`src/core/caf_pkg.sv`:
```
// Package of constants and types for the CAN acceptance filter and bit timing block
package caf_pkg;
   // ***********************************
   // Register indices; the byte address is index * 4
   // ***********************************
   localparam logic [3:0] IDX_MATCH = 4'h4;
   localparam logic [3:0] IDX_IGNORE = 4'h5;
   localparam logic [3:0] IDX_TIMING = 4'h6;
   localparam logic [3:0] IDX_CTRL = 4'h0;
   localparam logic [3:0] IDX_STATUS = 4'h1;
   localparam logic [3:0] IDX_IRQ = 4'h2;
   localparam logic [3:0] IDX_MASK = 4'h3;
   localparam logic [3:0] IDX_CMD = 4'h8;
   localparam int ADDR_LSB = 2;
   // ***********************************
   // Field positions and reset values
   // ***********************************
   localparam int CTRL_RST_REQ = 0;
   localparam int CTRL_RX_IE = 1;
   localparam int CTRL_OVR_IE = 2;
   localparam int CMD_FREE_RX = 0;
   localparam int CMD_CLR_OVR = 1;
   localparam int ST_FULL = 0;
   localparam int ST_OVR = 1;
   localparam int IRQ_RX = 0;
   localparam int IRQ_OVR = 1;
   localparam logic [7:0] CTRL_RESET = 8'h01;
   localparam logic [7:0] CFG_RESET = 8'h00;
   localparam logic [1:0] HTRANS_NONSEQ = 2'h2;
   localparam int NUM_BUFS = 2;
   localparam int BUF_BYTES = 10;
   localparam int DESC_BYTES = 2;
   localparam logic [3:0] BYTE_MAX = 4'h9;
   localparam logic [3:0] DLC_MAX = 4'h8;
   typedef enum logic [2:0] {
      RX_IDLE = 3'b001,
      RX_STORE = 3'b010,
      RX_DROP = 3'b100
   } caf_rx_state_t;
endpackage

```
`src/core/caf_frame_if.sv`:
```
// Interface carrying the frame byte stream from the bitstream side to the filter
`timescale 1ns/100ps
interface caf_frame_if;
   logic start;
   logic [7:0] idHigh;
   logic byteValid;
   logic [7:0] byteData;
   logic done;
   logic error;
   modport src (output start, idHigh, byteValid, byteData, done, error);
   modport dst (input start, idHigh, byteValid, byteData, done, error);
endinterface

```
`src/core/caf_top.sv`:
```
// Top of the CAN acceptance filter and bit-rate prescaler with AHB-Lite registers
// Operation
// RL1: Match register accessible only during reset request
// RL2: Ignore register accessible only during reset request
// RL3: Store descriptor then data in empty buffer
// RL4: No empty buffer on acceptance sets overflow
// RL5: Correct complete frame sets buffer full
// RL6: Complete frame sets receive event if enabled
// RL7: Own transmitted frame filtered and stored too
// RL8: Own transmission overflow when no buffer free
// RL9: Accept when id matches or ignored, all bits
// RL10: Ignore bit one means don't care
// RL11: Resynchronise on each relevant bus edge
// RL12: Resync jump at most field plus one quanta
// RL13: Quantum is two clocks times divider plus one
// RL14: Overflow event set with overflow when enabled
// RL15: Release command clears full; new frame sets again
`timescale 1ns/100ps
module caf_top
   import caf_pkg::*;
(
   input wire logic clk,
   input wire logic rstn,
   input wire logic ce,
   input wire logic hsel,
   input wire logic [31:0] haddr,
   input wire logic [1:0] htrans,
   input wire logic hwrite,
   input wire logic [2:0] hsize,
   input wire logic [31:0] hwdata,
   input wire logic hready,
   output logic [31:0] hrdata,
   output logic hreadyout,
   output logic hresp,
   input wire logic frameStart,
   input wire logic [7:0] frameIdHigh,
   input wire logic frameByteValid,
   input wire logic [7:0] frameByte,
   input wire logic frameDone,
   input wire logic frameError,
   input wire logic [4:0] phaseErr,
   input wire logic phaseLate,
   input wire logic resyncEdge,
   input wire logic [3:0] rxReadIndex,
   output logic [7:0] rxReadData,
   output logic frameAccepted,
   output logic quantumTick,
   output logic [2:0] jumpApplied,
   output logic jumpLate,
   output logic irq
);
   import caf_pkg::*;
   // ***********************************
   // Register state
   // ***********************************
   logic [7:0] matchPattern;
   logic [7:0] ignoreSelect;
   logic [7:0] bitTiming;
   logic [7:0] ctrl;
   logic [1:0] irqStatus;
   logic [1:0] irqMask;
   logic dataOverrun;
   logic freeRx;
   logic clrOvr;
   logic dphWrite;
   logic dphRead;
   logic [3:0] dphIndex;
   logic anyFull;
   logic overrunPulse;
   logic storedPulse;
   caf_frame_if frm();
   // Frame stream onto the internal carrier
   assign frm.start = frameStart;
   assign frm.idHigh = frameIdHigh;
   assign frm.byteValid = frameByteValid;
   assign frm.byteData = frameByte;
   assign frm.done = frameDone;
   assign frm.error = frameError;
   // ***********************************
   // Acceptance test
   // ***********************************
   // Each bit passes if equal or ignored; all eight must pass
   function automatic logic passFilter(input logic [7:0] id, input logic [7:0] code, input logic [7:0] ign);
      passFilter = &(~(id ^ code) | ign); // see RL9 see RL10
   endfunction
   wire acceptNow = passFilter(frm.idHigh, matchPattern, ignoreSelect);
   // Accepted-frame strobe for the rest of the controller
   always_ff @(posedge clk or negedge rstn) begin
      if (!rstn) begin
         frameAccepted <= 1'b0;
      end else if (ce) begin
         frameAccepted <= frm.start && acceptNow; // see RL7
      end
   end
   // ***********************************
   // Bus slave decode
   // ***********************************
   wire addrPhase = hsel && hready && htrans == HTRANS_NONSEQ;
   wire [3:0] addrIndex = haddr[ADDR_LSB+3:ADDR_LSB];
   wire inReset = ctrl[CTRL_RST_REQ];
   wire cfgIndex = dphIndex == IDX_MATCH || dphIndex == IDX_IGNORE || dphIndex == IDX_TIMING;
   wire cfgOpen = !cfgIndex || inReset; // see RL1 see RL2
   wire wrEn = dphWrite && cfgOpen;
   wire wrMatch = wrEn && dphIndex == IDX_MATCH;
   wire wrIgnore = wrEn && dphIndex == IDX_IGNORE;
   wire wrTiming = wrEn && dphIndex == IDX_TIMING;
   wire wrCtrl = wrEn && dphIndex == IDX_CTRL;
   wire wrIrq = wrEn && dphIndex == IDX_IRQ;
   wire wrMask = wrEn && dphIndex == IDX_MASK;
   wire wrCmd = wrEn && dphIndex == IDX_CMD;
   // Zero-wait slave: every access completes in its first data cycle
   assign hreadyout = 1'b1;
   assign hresp = 1'b0;
   // Capture the address phase
   always_ff @(posedge clk or negedge rstn) begin
      if (!rstn) begin
         dphWrite <= 1'b0;
         dphRead <= 1'b0;
         dphIndex <= 4'h0;
      end else if (ce) begin
         dphWrite <= addrPhase && hwrite;
         dphRead <= addrPhase && !hwrite;
         dphIndex <= addrIndex;
      end
   end
   // ***********************************
   // Register writes
   // ***********************************
   // Configuration and control registers; match, ignore and timing writes outside reset request are dropped
   always_ff @(posedge clk or negedge rstn) begin
      if (!rstn) begin
         matchPattern <= CFG_RESET;
         ignoreSelect <= CFG_RESET;
         bitTiming <= CFG_RESET;
         ctrl <= CTRL_RESET;
         irqMask <= 2'h0;
      end else if (ce) begin
         if (wrMatch) matchPattern <= hwdata[7:0]; // see RL1
         if (wrIgnore) ignoreSelect <= hwdata[7:0]; // see RL2
         if (wrTiming) bitTiming <= hwdata[7:0];
         if (wrCtrl) ctrl <= hwdata[7:0];
         if (wrMask) irqMask <= hwdata[1:0];
      end
   end
   // Command bits are one-cycle pulses, never stored
   assign freeRx = wrCmd && hwdata[CMD_FREE_RX];
   assign clrOvr = wrCmd && hwdata[CMD_CLR_OVR];
   // Sticky events; a new event wins over a write-one clear
   always_ff @(posedge clk or negedge rstn) begin
      if (!rstn) begin
         irqStatus <= 2'h0;
         dataOverrun <= 1'b0;
      end else if (ce) begin
         irqStatus[IRQ_RX] <= (storedPulse && ctrl[CTRL_RX_IE]) // see RL6
            || (irqStatus[IRQ_RX] && !(wrIrq && hwdata[IRQ_RX]));
         irqStatus[IRQ_OVR] <= (overrunPulse && ctrl[CTRL_OVR_IE]) // see RL14
            || (irqStatus[IRQ_OVR] && !(wrIrq && hwdata[IRQ_OVR]));
         dataOverrun <= overrunPulse || (dataOverrun && !clrOvr); // see RL4
      end
   end
   assign irq = |(irqStatus & irqMask);
   // ***********************************
   // Register reads
   // ***********************************
   // Locked configuration reads as zero outside reset request
   wire [7:0] cfgView = !cfgOpen ? 8'h00 :
      dphIndex == IDX_MATCH ? matchPattern :
      dphIndex == IDX_IGNORE ? ignoreSelect : bitTiming;
   wire [7:0] stView = {6'h00, dataOverrun, anyFull};
   wire [7:0] readByte = cfgIndex ? cfgView :
      dphIndex == IDX_CTRL ? ctrl :
      dphIndex == IDX_STATUS ? stView :
      dphIndex == IDX_IRQ ? {6'h00, irqStatus} :
      dphIndex == IDX_MASK ? {6'h00, irqMask} : 8'h00;
   assign hrdata = dphRead ? {24'h000000, readByte} : 32'h00000000;
   // ***********************************
   // Sub-blocks
   // ***********************************
   caf_rx_store store (
      .clk(clk),
      .rstn(rstn),
      .ce(ce),
      .frame(frm.dst),
      .accept(acceptNow),
      .freeBuf(freeRx),
      .rdIndex(rxReadIndex),
      .rdData(rxReadData),
      .anyFull(anyFull),
      .overrun(overrunPulse),
      .storedPulse(storedPulse)
   );
   caf_prescaler presc (
      .clk(clk),
      .rstn(rstn),
      .ce(ce),
      .run(!inReset),
      .divider(bitTiming[5:0]),
      .jumpField(bitTiming[7:6]),
      .phaseErr(phaseErr),
      .phaseLate(phaseLate),
      .resyncEdge(resyncEdge),
      .quantumTick(quantumTick),
      .jumpApplied(jumpApplied),
      .jumpLate(jumpLate)
   );
endmodule

```
`src/core/caf_prescaler.sv`:
```
// Time-quantum prescaler with resynchronisation jump limit
`timescale 1ns/100ps
module caf_prescaler
   import caf_pkg::*;
(
   input wire logic clk,
   input wire logic rstn,
   input wire logic ce,
   input wire logic run,
   input wire logic [5:0] divider,
   input wire logic [1:0] jumpField,
   input wire logic [4:0] phaseErr,
   input wire logic phaseLate,
   input wire logic resyncEdge,
   output logic quantumTick,
   output logic [2:0] jumpApplied,
   output logic jumpLate
);
   import caf_pkg::*;
   logic [6:0] count;
   logic [2:0] limit;
   logic [2:0] errClip;
   wire [6:0] terminal = {divider, 1'b1}; // 2 * (divider + 1) - 1 clock cycles
   // Jump is the smaller of phase error and jump limit + 1
   assign limit = {1'b0, jumpField} + 3'h1;
   assign errClip = (phaseErr > {2'h0, limit}) ? limit : phaseErr[2:0];
   // Counter restarts when stopped so the first quantum has full length
   always_ff @(posedge clk or negedge rstn) begin
      if (!rstn) begin
         count <= 7'h00;
         quantumTick <= 1'b0;
      end else if (ce) begin
         quantumTick <= run && (count == terminal); // see RL13
         count <= (!run || count == terminal) ? 7'h00 : count + 7'h01;
      end
   end
   // Resync result is registered for the segment logic downstream
   always_ff @(posedge clk or negedge rstn) begin
      if (!rstn) begin
         jumpApplied <= 3'h0;
         jumpLate <= 1'b0;
      end else if (ce && resyncEdge) begin
         jumpApplied <= errClip; // see RL11 see RL12
         jumpLate <= phaseLate;
      end
   end
endmodule

```
`src/core/caf_rx_store.sv`:
```
// Receive buffer store: two frame buffers written by accepted frames
`timescale 1ns/100ps
module caf_rx_store
   import caf_pkg::*;
(
   input wire logic clk,
   input wire logic rstn,
   input wire logic ce,
   caf_frame_if.dst frame,
   input wire logic accept,
   input wire logic freeBuf,
   input wire logic [3:0] rdIndex,
   output logic [7:0] rdData,
   output logic anyFull,
   output logic overrun,
   output logic storedPulse
);
   import caf_pkg::*;
   caf_rx_state_t state;
   caf_rx_state_t next_state;
   logic [7:0] mem [NUM_BUFS][BUF_BYTES];
   logic [NUM_BUFS-1:0] full;
   logic wrBuf;
   logic rdBuf;
   logic [3:0] wrPtr;
   wire freeSlot = !full[0] || !full[1];
   wire pickBuf = full[0] ? 1'b1 : 1'b0;
   wire startKeep = frame.start && accept && freeSlot;
   // Frame sequencer
   always_comb begin
      next_state = state;
      unique case (state)
         RX_IDLE: if (frame.start) next_state = startKeep ? RX_STORE : RX_DROP;
         RX_STORE: if (frame.done || frame.error) next_state = RX_IDLE;
         RX_DROP: if (frame.done || frame.error) next_state = RX_IDLE;
         default: next_state = RX_IDLE;
      endcase
   end
   // Descriptor first, then data, into the chosen empty buffer
   always_ff @(posedge clk) begin
      if (ce && state == RX_STORE && frame.byteValid && wrPtr <= BYTE_MAX) begin
         mem[wrBuf][wrPtr] <= frame.byteData; // see RL3 see RL7
      end
   end
   // Pointers, full flags; a store wins over a release in the same cycle
   always_ff @(posedge clk or negedge rstn) begin
      if (!rstn) begin
         state <= RX_IDLE;
         full <= '0;
         wrBuf <= 1'b0;
         rdBuf <= 1'b0;
         wrPtr <= 4'h0;
         overrun <= 1'b0;
         storedPulse <= 1'b0;
      end else if (ce) begin
         state <= next_state;
         overrun <= frame.start && accept && !freeSlot; // see RL4 see RL8
         storedPulse <= state == RX_STORE && frame.done && !frame.error;
         if (startKeep) begin
            wrBuf <= pickBuf;
            wrPtr <= 4'h0;
         end else if (state == RX_STORE && frame.byteValid && wrPtr <= BYTE_MAX) begin
            wrPtr <= wrPtr + 4'h1;
         end
         if (freeBuf && full[rdBuf]) begin
            full[rdBuf] <= 1'b0; // see RL15
            rdBuf <= !rdBuf;
         end
         if (state == RX_STORE && frame.done && !frame.error) begin
            full[wrBuf] <= 1'b1; // see RL5
         end
      end
   end
   // Software reads the buffer at the read pointer, which flips to the other buffer on each release of a full buffer
   always_ff @(posedge clk or negedge rstn) begin
      if (!rstn) begin
         rdData <= 8'h00;
      end else if (ce) begin
         rdData <= (rdIndex <= BYTE_MAX) ? mem[rdBuf][rdIndex] : 8'h00;
      end
   end
   assign anyFull = |full;
endmodule

```
`config.mk`:
```
export PLATFORM = sky130hd
export DESIGN_NAME = caf_top
export DESIGN_NICKNAME = d
export VERILOG_FILES = /design/src/core/caf_pkg.sv /design/src/core/caf_frame_if.sv /design/src/core/caf_top.sv /design/src/core/caf_prescaler.sv /design/src/core/caf_rx_store.sv
export SDC_FILE = /design/constraint.sdc
export NUM_CORES = 1
export LEC_CHECK = 0
export BUFFER_PORTS_ARGS = -buffer_cell sky130_fd_sc_hd__buf_2
export CORE_ASPECT_RATIO = 0.8
export CORE_MARGIN = 8
export CORE_UTILIZATION = 57
export CTS_CLUSTER_DIAMETER = 50
export CTS_CLUSTER_SIZE = 28
export DETAILED_ROUTE_END_ITERATION = 10
export PLACE_DENSITY_LB_ADDON = 0.2
export SLEW_MARGIN = 0
export SYNTH_ARGS = -nofsm -noshare
export SYNTH_HDL_FRONTEND = slang
export SYNTH_SLANG_ARGS = --single-unit
```
`constraint.sdc`:
```
create_clock -name clk -period 2.84 [get_ports clk]
set_input_delay 0.568 -clock clk [delete_from_list [all_inputs] [get_ports clk]]
set_output_delay 0.568 -clock clk [all_outputs]
set_load 0.005 [all_outputs]
```
==> results.py, run 1 <==
metrics = {
    "critical_path": {
        "crit_type": "register to output pin",
        "cp.depth": 9,
        "cp_data_required_time_ns": 2.27,
        "cp_top_family": "buffers and inverters",
        "cpPeakStageDelay_ns": 0.41,
        "startpoint_type": "register",
        "crit_top_cell": "buf_6",
        "crit_slowest_cell": "dfrtp_1",
        "ff2ff_path_depth": 8,
        "crit_path_cell_trace": "buf_6 > and4bb_2 > buf_6 > buf_4 > nand2_1 > o211ai_2 > o211ai_1 > a21oi_1 > buf_2",
        "endpoint_kind": "output pin",
        "worstPathArrival_ns": 2.23,
        "critPathMaxFanout": 9,
        "cp_num_buf_inv": 4,
    },
    "yosys": {
        "synth_top_area_share_pct": 46.1,
        "synthTopCellsByCount": "edfxtp_1, dfrtp_1, nor2_1",
        "synth_edf_count": 160,
        "async_reset_ff_share_pct": 32.5,
        "syn_area_sq_um": 10400,
        "synth-seq-cells": 237,
        "synth_most_common_cell": "edfxtp_1",
        "yosysWarnings": 0,
        "yosysTopAreaCell": "edfxtp_1",
        "ys.flop_type": "edfxtp_1",
        "synthTopCellsByArea": "edfxtp_1, dfrtp_1, mux4_2, mux2_2, mux2i_1",
        "ys_seq_area_share_pct": 64.7,
        "synthCells": 711,
        "synth_cell_types": 67,
        "syn_avg_cell_area_sq_um": 14.6,
    },
    "routing": {
        "drc": 0,
        "vias_per_cell": 5.94,
        "drtIter0Drc": 638,
        "drt_wl_total_mm": 22.3,
        "ant_nets": 0,
        "wire_per_inst_um": 21.2,
        "vias": 6244,
        "dr.pass1.iters": 5,
    },
    "clocking": {
        "cts_tree": "yes",
        "cts_hold_buf": 0,
        "cts_max_level": 1,
        "cts_made_buffers": 20,
        "clkSinkCount": 237,
        "clkSlewWorstSetupHoldPaths_ns": 0.10,
        "cts_root_buffer": "clkbuf_16",
        "clk_latency_ns": 0.51,
        "ctsLongestPathBuffers": 3,
    },
    "power": {
        "p_sw_share_pct": 24.6,
        "pwr_density_cell_nw_per_um2": 620,
        "power_frac_clock_pct": 40.6,
        "switching_power_mw": 1.81,
        "p_total_mw": 7.34,
        "power.internal_mw": 5.53,
        "leakage_nw": 4.59,
        "ir_worst_vdd_mv": 0.520,
        "p_seq_share_pct": 52.2,
        "p_comb_share_pct": 7.2,
    },
    "layout": {
        "n_antenna_cell": 0,
        "drive_gt1_share_pct": 26.4,
        "register_area_sq_um": 6740,
        "synthToLayoutAreaGrowth_pct": 13.6,
        "multi_input_comb_area_sq_um": 3330,
        "final_core_util_pct": 65.7,
        "fin_nets": 923,
        "nFillCells": 1284,
    },
    "global_routing": {
        "grt.total_usage_pct": 19.3,
        "grt_pass1_vias": 6138,
        "grt_pass1_wl_mm": 34.7,
        "antenna_found_initial": 0,
        "overflow": 0,
        "grt_max_degree": 78,
    },
    "floorplanning": {
        "die_y_um": 137,
        "die_w_um": 167,
        "initial_core_util_pct": 57.8,
        "ios": 155,
        "core-area_sq_um": 18000,
        "die_area_sq_um": 22900,
        "num_rows": 44,
    },
    "placement": {
        "pre_cts_ws_ns": 0.374,
        "port_buffers": 73,
        "hpwl_mm": 15.1,
        "gp_congestion": 0.822,
    },
    "timing": {
        "setup_violations": 0,
        "worst_pin_slew_ns": 0.999,
        "slew_viol_final": 0,
        "slew_headroom_pct": 33.4,
        "final.setup_skew_ns": 0.0261,
        "hold_viol": 0,
        "max_clock_freq_mhz": 358,
        "setup_slack_ns": 0.0446,
        "hold_slack_ns": 0.236,
        "rsz0062_at_grt": "yes",
        "layout_min_cycle_time_ns": 2.80,
        "min_period_over_period_pct": 98.4,
    },
    "min_path": {
        "hp-class": "primary input to async pin",
    },
    "status": {
        "status": "finished, final reports clean",
    },
    "flow_run": {
        "cap_violations": 0,
    },
}
timing repair:
item,CTS,global route
resized for setup,5,5
buffers inserted,1,5
endpoints found under the setup margin,7,8
pin swaps,1,8
layout make-up:
class | instances | share of cell area (%)
repair buffers | 108 | 5.67
well taps | 230 | 2.43
clock inverters | 14 | 1.71
clock buffers | 22 | 4.47
flip-flops and latches | 237 | 56.9
multi-input cells | 420 | 28.1
inverters | 20 | 0.635
through the flow:
stage | setup TNS (ns) | cells | cell area, sq um
2_1_floorplan | 0 | 735 | 10500
3_3_place_gp | 0 | 1009 | 11000
3_5_place_dp | 0 | 1009 | 11000
4_1_cts | -0.0701 | 1046 | 11800
5_1_grt | -0.186 | 1051 | 11800
6_report | 0 | 1051 | 11800
registers in the layout, indices dropped and copies added, names as in the netlist, 2 cells and up:
| name | count |
|---|---|
| store.mem | 160 |
| irqMask | 2 |
| presc.count | 7 |
| dphIndex | 4 |
| ignoreSelect | 8 |
| store.full | 2 |
| matchPattern | 8 |
| ctrl | 8 |
| irqStatus | 2 |
| presc.jumpApplied | 3 |
| store.rdData | 8 |
| store.wrPtr | 4 |
| store.state | 3 |
| bitTiming | 8 |
final timing paths:
check	startpoint	to	slack, ns
hold / removal	rstn	presc.count[5]	0.24
setup reg to reg	bitTiming[7]	presc.jumpApplied[0]	0.57
setup / recovery	dphIndex[1]	hrdata[6]	0.04
max in group asynchronous	rstn	dphIndex[2]	1.91
min in group clk	hwrite	dphRead	0.26
hold reg to reg	presc.jumpApplied[0]	presc.jumpApplied[0]	0.49
routing by layer:
layer  share of wire (%)  vias up  global-route usage (%)
li1                    -     2831                       -
met1                  45     3127                    27.7
met2                  46      253                    29.9
met3                 7.9       33                    4.67
met4                 1.5        0                    3.79
met5                   0        -                       0
power groups by stage:
stage | registers, mW | logic [mW] | clock network (mW)
2_1_floorplan | 3.89 | 0.323 | 0
3_3_place_gp | 3.90 | 0.476 | 0
3_5_place_dp | 3.91 | 0.496 | 0
4_1_cts | 3.83 | 0.512 | 3.04
5_1_grt | 3.84 | 0.583 | 3.14
6_report | 3.83 | 0.527 | 2.98
logic make-up after synthesis:
logic type	synth area share [%]
multiplexers	13.1
adder cells (fa/ha/maj)	1.30
flip-flops	64.7
other	0.0721
AND/OR/NAND/NOR	7.81
AO/OA/AOI/OAI	6.99
XOR/XNOR	1.68
buffers and inverters	4.33
layout by cell type (no fill, tap or decap), drive strengths merged, types with 8 or more instances in the layout:
cell type  instances
a22oi             14
dfrtp             75
buf              108
mux2i             31
inv               29
clkbuf            22
a211oi             9
mux4              24
ha                10
o22ai             10
nor2              55
edfxtp           160
a31oi             12
conb              26
mux2              46
xnor2             14
nor2b             12
a21oi             19
nand3             12
nand2             40
a41oi              8
Power figures use the tool's default switching activity.
==> inputs of run 2 (changes only) <==
--- a/config.mk
+++ b/config.mk
@@ -8,7 +8,8 @@
 export BUFFER_PORTS_ARGS = -buffer_cell sky130_fd_sc_hd__buf_2
 export CORE_ASPECT_RATIO = 0.8
 export CORE_MARGIN = 8
-export CORE_UTILIZATION = 57
+export CORE_UTILIZATION = 58
+export CTS_BUF_LIST = sky130_fd_sc_hd__clkbuf_8
 export CTS_CLUSTER_DIAMETER = 50
 export CTS_CLUSTER_SIZE = 28
 export DETAILED_ROUTE_END_ITERATION = 10
==> run 2 against run 1 <==
Effect of this change: the flow now finishes with violations (negative setup slack); critical path type unchanged; clock power decreased by 32%; non-clock buffer count decreased by 1; sequential share of layout area increased by 1.7 points; final area decreased by 2.8%; largest power group unchanged.
==> results.py, run 2 (synthesis gave the netlist of run 1 again) <==
metrics = {
    "status": {
        "status": "complete, but fails checks",
        "failed_checks": "negative setup slack",
    },
    "critical_path": {
        "cp_data_required_time_ns": 2.27,
        "crit_slowest_cell": "dfrtp_2",
        "startpoint_type": "register",
        "endpoint_kind": "output pin",
        "cpPeakStageDelay_ns": 0.46,
        "crit_path_cell_trace": "buf_6 > buf_4 > nand2b_1 > nor2_1 > a211oi_1 > a21oi_1 > a2111oi_1 > buf_2",
        "critPathMaxFanout": 6,
        "crit_type": "register to output pin",
        "worstPathArrival_ns": 2.27,
    },
    "timing": {
        "final.setup_skew_ns": 0.0153,
        "slew_headroom_pct": 39.9,
        "hold_slack_ns": 0.100,
        "setup_tns_ns": -0.000823,
        "rsz0062_at_grt": "yes",
        "setup_violations": 1,
        "worst_pin_slew_ns": 0.902,
        "layout_min_cycle_time_ns": 2.84,
        "setup_slack_ns": -0.000823,
        "slew_viol_final": 0,
        "max_clock_freq_mhz": 352,
        "hold_viol": 0,
        "min_period_over_period_pct": 100,
    },
    "clocking": {
        "cts_hold_buf": 0,
        "cts_made_buffers": 20,
        "clk_latency_ns": 0.54,
        "clkSlewWorstSetupHoldPaths_ns": 0.10,
        "cts_max_level": 1,
        "cts_root_buffer": "clkbuf_8",
        "cts_tree": "yes",
        "ctsLongestPathBuffers": 3,
        "clkSinkCount": 237,
    },
    "layout": {
        "largest_reg_flops": 160,
        "mostFrequentLayoutCell": "edfxtp_1",
        "n_antenna_cell": 0,
        "final_design_area_no_fill_sq_um": 11500,
        "largest_register": "store.mem",
        "final_cell_mix": "edfxtp_1, buf_2, dfrtp_1",
        "synthToLayoutAreaGrowth_pct": 10.5,
        "final_cells": 1049,
        "drive_gt1_share_pct": 26.1,
        "fin_nets": 922,
    },
    "global_routing": {
        "grt_pass1_wl_mm": 34.1,
        "grt_max_degree": 63,
        "antenna_found_initial": 0,
        "grt.total_usage_pct": 19.1,
        "overflow": 0,
        "grt_pass1_vias": 6248,
    },
    "routing": {
        "vias_per_cell": 5.92,
        "wire_per_inst_um": 20.8,
        "ant_nets": 0,
        "vias": 6213,
        "drt_wl_total_mm": 21.8,
        "drc": 0,
        "drtIter0Drc": 491,
        "dr.pass1.iters": 5,
    },
    "floorplanning": {
        "ios": 155,
        "num_rows": 44,
        "die_area_sq_um": 22500,
        "die_w_um": 166,
        "core-area_sq_um": 17900,
        "initial_core_util_pct": 58.2,
        "die_y_um": 136,
    },
    "flow_run": {
        "cap_violations": 0,
    },
    "placement": {
        "pre_cts_ws_ns": 0.431,
        "dp_cells": 1008,
        "dpl_cell_area_sq_um": 11000,
        "hpwl_mm": 15.0,
        "port_buffers": 73,
        "gp_congestion": 0.814,
    },
    "power": {
        "leakage_nw": 4.46,
        "pwr_density_cell_nw_per_um2": 556,
        "ir_worst_vdd_mv": 0.439,
    },
    "min_path": {
        "hp-class": "primary input to async pin",
    },
}
-- run 2: critical path: cells and delay by family (launching register included) --
| kind | cells | cell delay, ns |
|---|---|---|
| DFF | 1 | 0.46 |
| AOI/OAI and AO/OA | 3 | 0.67 |
| and+or+nand+nor | 2 | 0.17 |
| buffers and inverters | 3 | 0.45 |
-- run 2: path summary, 6_finish.rpt --
path | from | to | slack [ns] | depth (start not counted)
max in group asynchronous | rstn | store.rdData[0] | 2.07 | 2
max reg2reg | store.rdBuf | store.rdData[3] | 0.52 | 4
min reg2reg | store.state[0] | store.state[0] | 0.51 | 2
min | rstn | matchPattern[2] | 0.10 | 1
max | dphIndex[1] | hrdata[0] | -0.0008 | 8
min in group clk | hwrite | dphRead | 0.23 | 2
-- run 2: repair_timing --
action,4_1_cts,5_1_grt
pin swaps,11,4
setup buffers,3,3
setup endpoints to repair,8,8
hold endpoints to repair,0,0
gates resized for setup,9,1
-- run 2: stage by stage --
stage / util, % / power, mW
6_report: 64.3 / 6.39
2_1_floorplan: - / 4.21
5_1_grt: 64.3 / 6.63
4_1_cts: 64.1 / 6.43
3_3_place_gp: 61.5 / 4.38
3_5_place_dp: 61.5 / 4.41
-- run 2: area by class of cell --
type / instances / area [sq um]
inverters: 20 / 75.1
flip-flops and latches: 237 / 6740
repair buffers: 107 / 647
well taps: 230 / 288
multi-input cells: 420 / 3330
clock buffers: 20 / 275
fillers: 1297 / 6390
clock inverters: 15 / 151
-- run 2: report_power, final --
part	switching (mW)	internal, mW	total (mW)	leakage, nW
Clock	1.21	0.827	2.04	0.231
Sequential	0.0774	3.76	3.84	2.45
Combinational	0.303	0.211	0.514	1.78
Total	1.59	4.80	6.39	4.46
-- run 2: routing by layer --
layer  up-vias  share of wire [%]  global-route usage (%)
met5         -                  0                       0
met4         0                1.6                    4.08
met3        29                7.5                    4.93
met1      3152                 45                    27.0
met2       207                 46                    29.7
li1       2825                  -                       -
==> inputs of run 3 (changes only) <==
--- a/config.mk
+++ b/config.mk
@@ -6,9 +6,11 @@
 export NUM_CORES = 1
 export LEC_CHECK = 0
 export BUFFER_PORTS_ARGS = -buffer_cell sky130_fd_sc_hd__buf_2
+export CELL_PAD_IN_SITES_DETAIL_PLACEMENT = 1
+export CELL_PAD_IN_SITES_GLOBAL_PLACEMENT = 1
 export CORE_ASPECT_RATIO = 0.8
 export CORE_MARGIN = 8
-export CORE_UTILIZATION = 58
+export CORE_UTILIZATION = 49
 export CTS_BUF_LIST = sky130_fd_sc_hd__clkbuf_8
 export CTS_CLUSTER_DIAMETER = 50
 export CTS_CLUSTER_SIZE = 28
==> run 3 against run 2 <==
Effect of this change: the run now ends clean; critical path depth shrank 3; maximum frequency grew 0.65%; die area grew 16%; non-clock buffer count grew 2; utilization shrank 7.5 points; sequential power is essentially flat; final cell count grew 4.6%; first-iteration DRC count shrank 31%; largest cell class unchanged.
==> results.py, run 3 (synthesis gave the netlist of run 1 again) <==
metrics = {
    "status": {
        "status": "finished, final reports clean",
    },
    "critical_path": {
        "r2r_setup_slack_ns": 0.47,
        "ff2ff_path_depth": 8,
        "endpoint_kind": "output pin",
        "cp_data_required_time_ns": 2.27,
        "crit_slowest_cell": "or4b_4",
        "crit_path_cell_trace": "or4b_4 > a21oi_2 > a21oi_2 > a2111oi_2 > buf_2",
        "cpPeakStageDelay_ns": 0.60,
        "r2r_end": "presc.jumpApplied[0]",
        "crit_top_cell": "a21oi_2",
        "cp_num_buf_inv": 1,
        "crit_type": "register to output pin",
        "cp_top_family": "simple AND/OR/NAND/NOR gates",
        "critPathMaxFanout": 3,
        "startpoint_type": "register",
        "rr_startpoint": "bitTiming[7]",
        "worstPathArrival_ns": 2.25,
    },
    "global_routing": {
        "grt_pass1_wl_mm": 38.8,
        "grt.total_usage_pct": 19.0,
        "antenna_found_initial": 0,
        "overflow": 0,
        "grt_max_degree": 78,
        "grt_pass1_vias": 6864,
    },
    "layout": {
        "largest_register": "store.mem",
        "synthToLayoutAreaGrowth_pct": 13.1,
        "register_area_sq_um": 6740,
        "final_cells": 1097,
        "fin_nets": 927,
        "multi_input_comb_area_sq_um": 3380,
        "final_cell_mix": "edfxtp_1, dfrtp_1, buf_2",
        "nFillCells": 2015,
        "drive_gt1_share_pct": 27.8,
        "n_antenna_cell": 0,
        "mostFrequentLayoutCell": "edfxtp_1",
        "largest_reg_flops": 160,
    },
    "timing": {
        "rsz0062_at_grt": "yes",
        "layout_min_cycle_time_ns": 2.82,
        "slew_headroom_pct": 31.9,
        "setup_slack_ns": 0.0176,
        "min_period_over_period_pct": 99.4,
        "setup_violations": 0,
        "hold_viol": 0,
        "final.setup_skew_ns": 0.0255,
        "worst_pin_slew_ns": 1.02,
        "slew_viol_final": 0,
        "hold_slack_ns": 0.180,
        "max_clock_freq_mhz": 354,
    },
    "power": {
        "power.internal_mw": 4.98,
        "p_sw_share_pct": 26.8,
        "pwr_density_cell_nw_per_um2": 577,
        "switching_power_mw": 1.82,
        "p_comb_share_pct": 8.1,
        "power_frac_clock_pct": 35.6,
        "p_seq_share_pct": 56.4,
        "ir_worst_vdd_mv": 0.493,
        "leakage_nw": 4.53,
        "p_total_mw": 6.80,
    },
    "routing": {
        "drc": 0,
        "dr.pass1.iters": 4,
        "vias_per_cell": 5.73,
        "ant_nets": 0,
        "wire_per_inst_um": 23.0,
        "drtIter0Drc": 341,
        "vias": 6283,
        "drt_wl_total_mm": 25.3,
    },
    "placement": {
        "hpwl_mm": 17.6,
        "pre_cts_ws_ns": 0.300,
        "dp_cells": 1048,
        "gp_congestion": 0.844,
        "port_buffers": 73,
    },
    "floorplanning": {
        "ios": 155,
        "die_area_sq_um": 26200,
        "die_y_um": 146,
        "core-area_sq_um": 20800,
        "die_w_um": 179,
        "num_rows": 47,
        "initial_core_util_pct": 50.2,
    },
    "clocking": {
        "cts_max_level": 1,
        "cts_made_buffers": 23,
        "clk_latency_ns": 0.57,
        "ctsLongestPathBuffers": 3,
        "cts_root_buffer": "clkbuf_8",
        "cts_tree": "yes",
        "clkSlewWorstSetupHoldPaths_ns": 0.10,
        "clkSinkCount": 237,
    },
    "min_path": {
        "hp-class": "primary input to async pin",
    },
    "flow_run": {
        "cap_violations": 0,
    },
}
## run 3: changes by cell type in the layout (fill, tap and decap cells not counted), moves of 2 or more
cell,change
inv_8,-2
nor2_1,-3
clkinv_8,+6
inv_1,-3
dfrtp_1,+3
clkinv_1,+2
clkbuf_8,+3
buf_6,+2
a21oi_2,+3
dfrtp_2,-3
a21oi_1,-3
nor2_4,+4
## run 3: worst max-delay path by stage
stage,start,endpoint,slack [ns],cells past startpoint
after detailed placement,dphIndex[1],hrdata[1],0.30,5
after floorplan,ce,store.mem[0][10],0.42,4
after CTS,dphIndex[1],hrdata[1],-0.01,5
after global placement,dphIndex[1],hrdata[1],0.34,5
final,dphIndex[0],hrdata[1],0.02,5
after global routing,dphIndex[1],hrdata[1],-0.06,5
## run 3: routing by layer
metal,part of all wire (%),vias up,GRT usage (%)
met1,44,3242,26.6
li1,-,2851,-
met5,0,-,0
met2,47,162,30.4
met4,1.4,0,4.00
met3,6.9,28,3.69
## run 3: metrics by stage
step | instance area [sq um] | util (%) | setup TNS, ns
final | 11800 | 56.7 | 0
after global placement | 11100 | 53.4 | 0
after global routing | 11800 | 56.7 | -0.221
after floorplan | 10500 | - | 0
after detailed placement | 11100 | 53.4 | 0
after CTS | 11700 | 56.3 | -0.0146
## run 3: worst register-to-register path, cell delays in order (launching register included)
cell and delay [ns]:
dfrtp_1 0.42, ha_1 0.29, inv_1 0.06, ha_1 0.28
nor2b_1 0.14, o21a_1 0.17, o21ai_0 0.49, a21oi_1 0.14
o31ai_1 0.29
## run 3: timing repair
item	CTS	global route
pin swaps	5	9
gates resized for setup	9	14
buffers inserted	2	5
endpoints found under the setup margin	8	8
hold buffers	0	0
## run 3: layout make-up
class,count,share of cell area [%]
flip-flops and latches,237,57.2
multi-input cells,420,28.7
repair buffers,109,5.79
well taps,269,2.86
clock buffers,23,2.69
clock inverters,19,2.15
inverters,20,0.637
## run 3: power groups by stage
stage	Combinational, mW	Clock (mW)	Sequential (mW)
finish	0.547	2.42	3.83
floorplan	0.323	0	3.89
global placement	0.492	0	3.90
CTS	0.530	2.49	3.83
detailed placement	0.522	0	3.90
global route	0.606	2.60	3.84
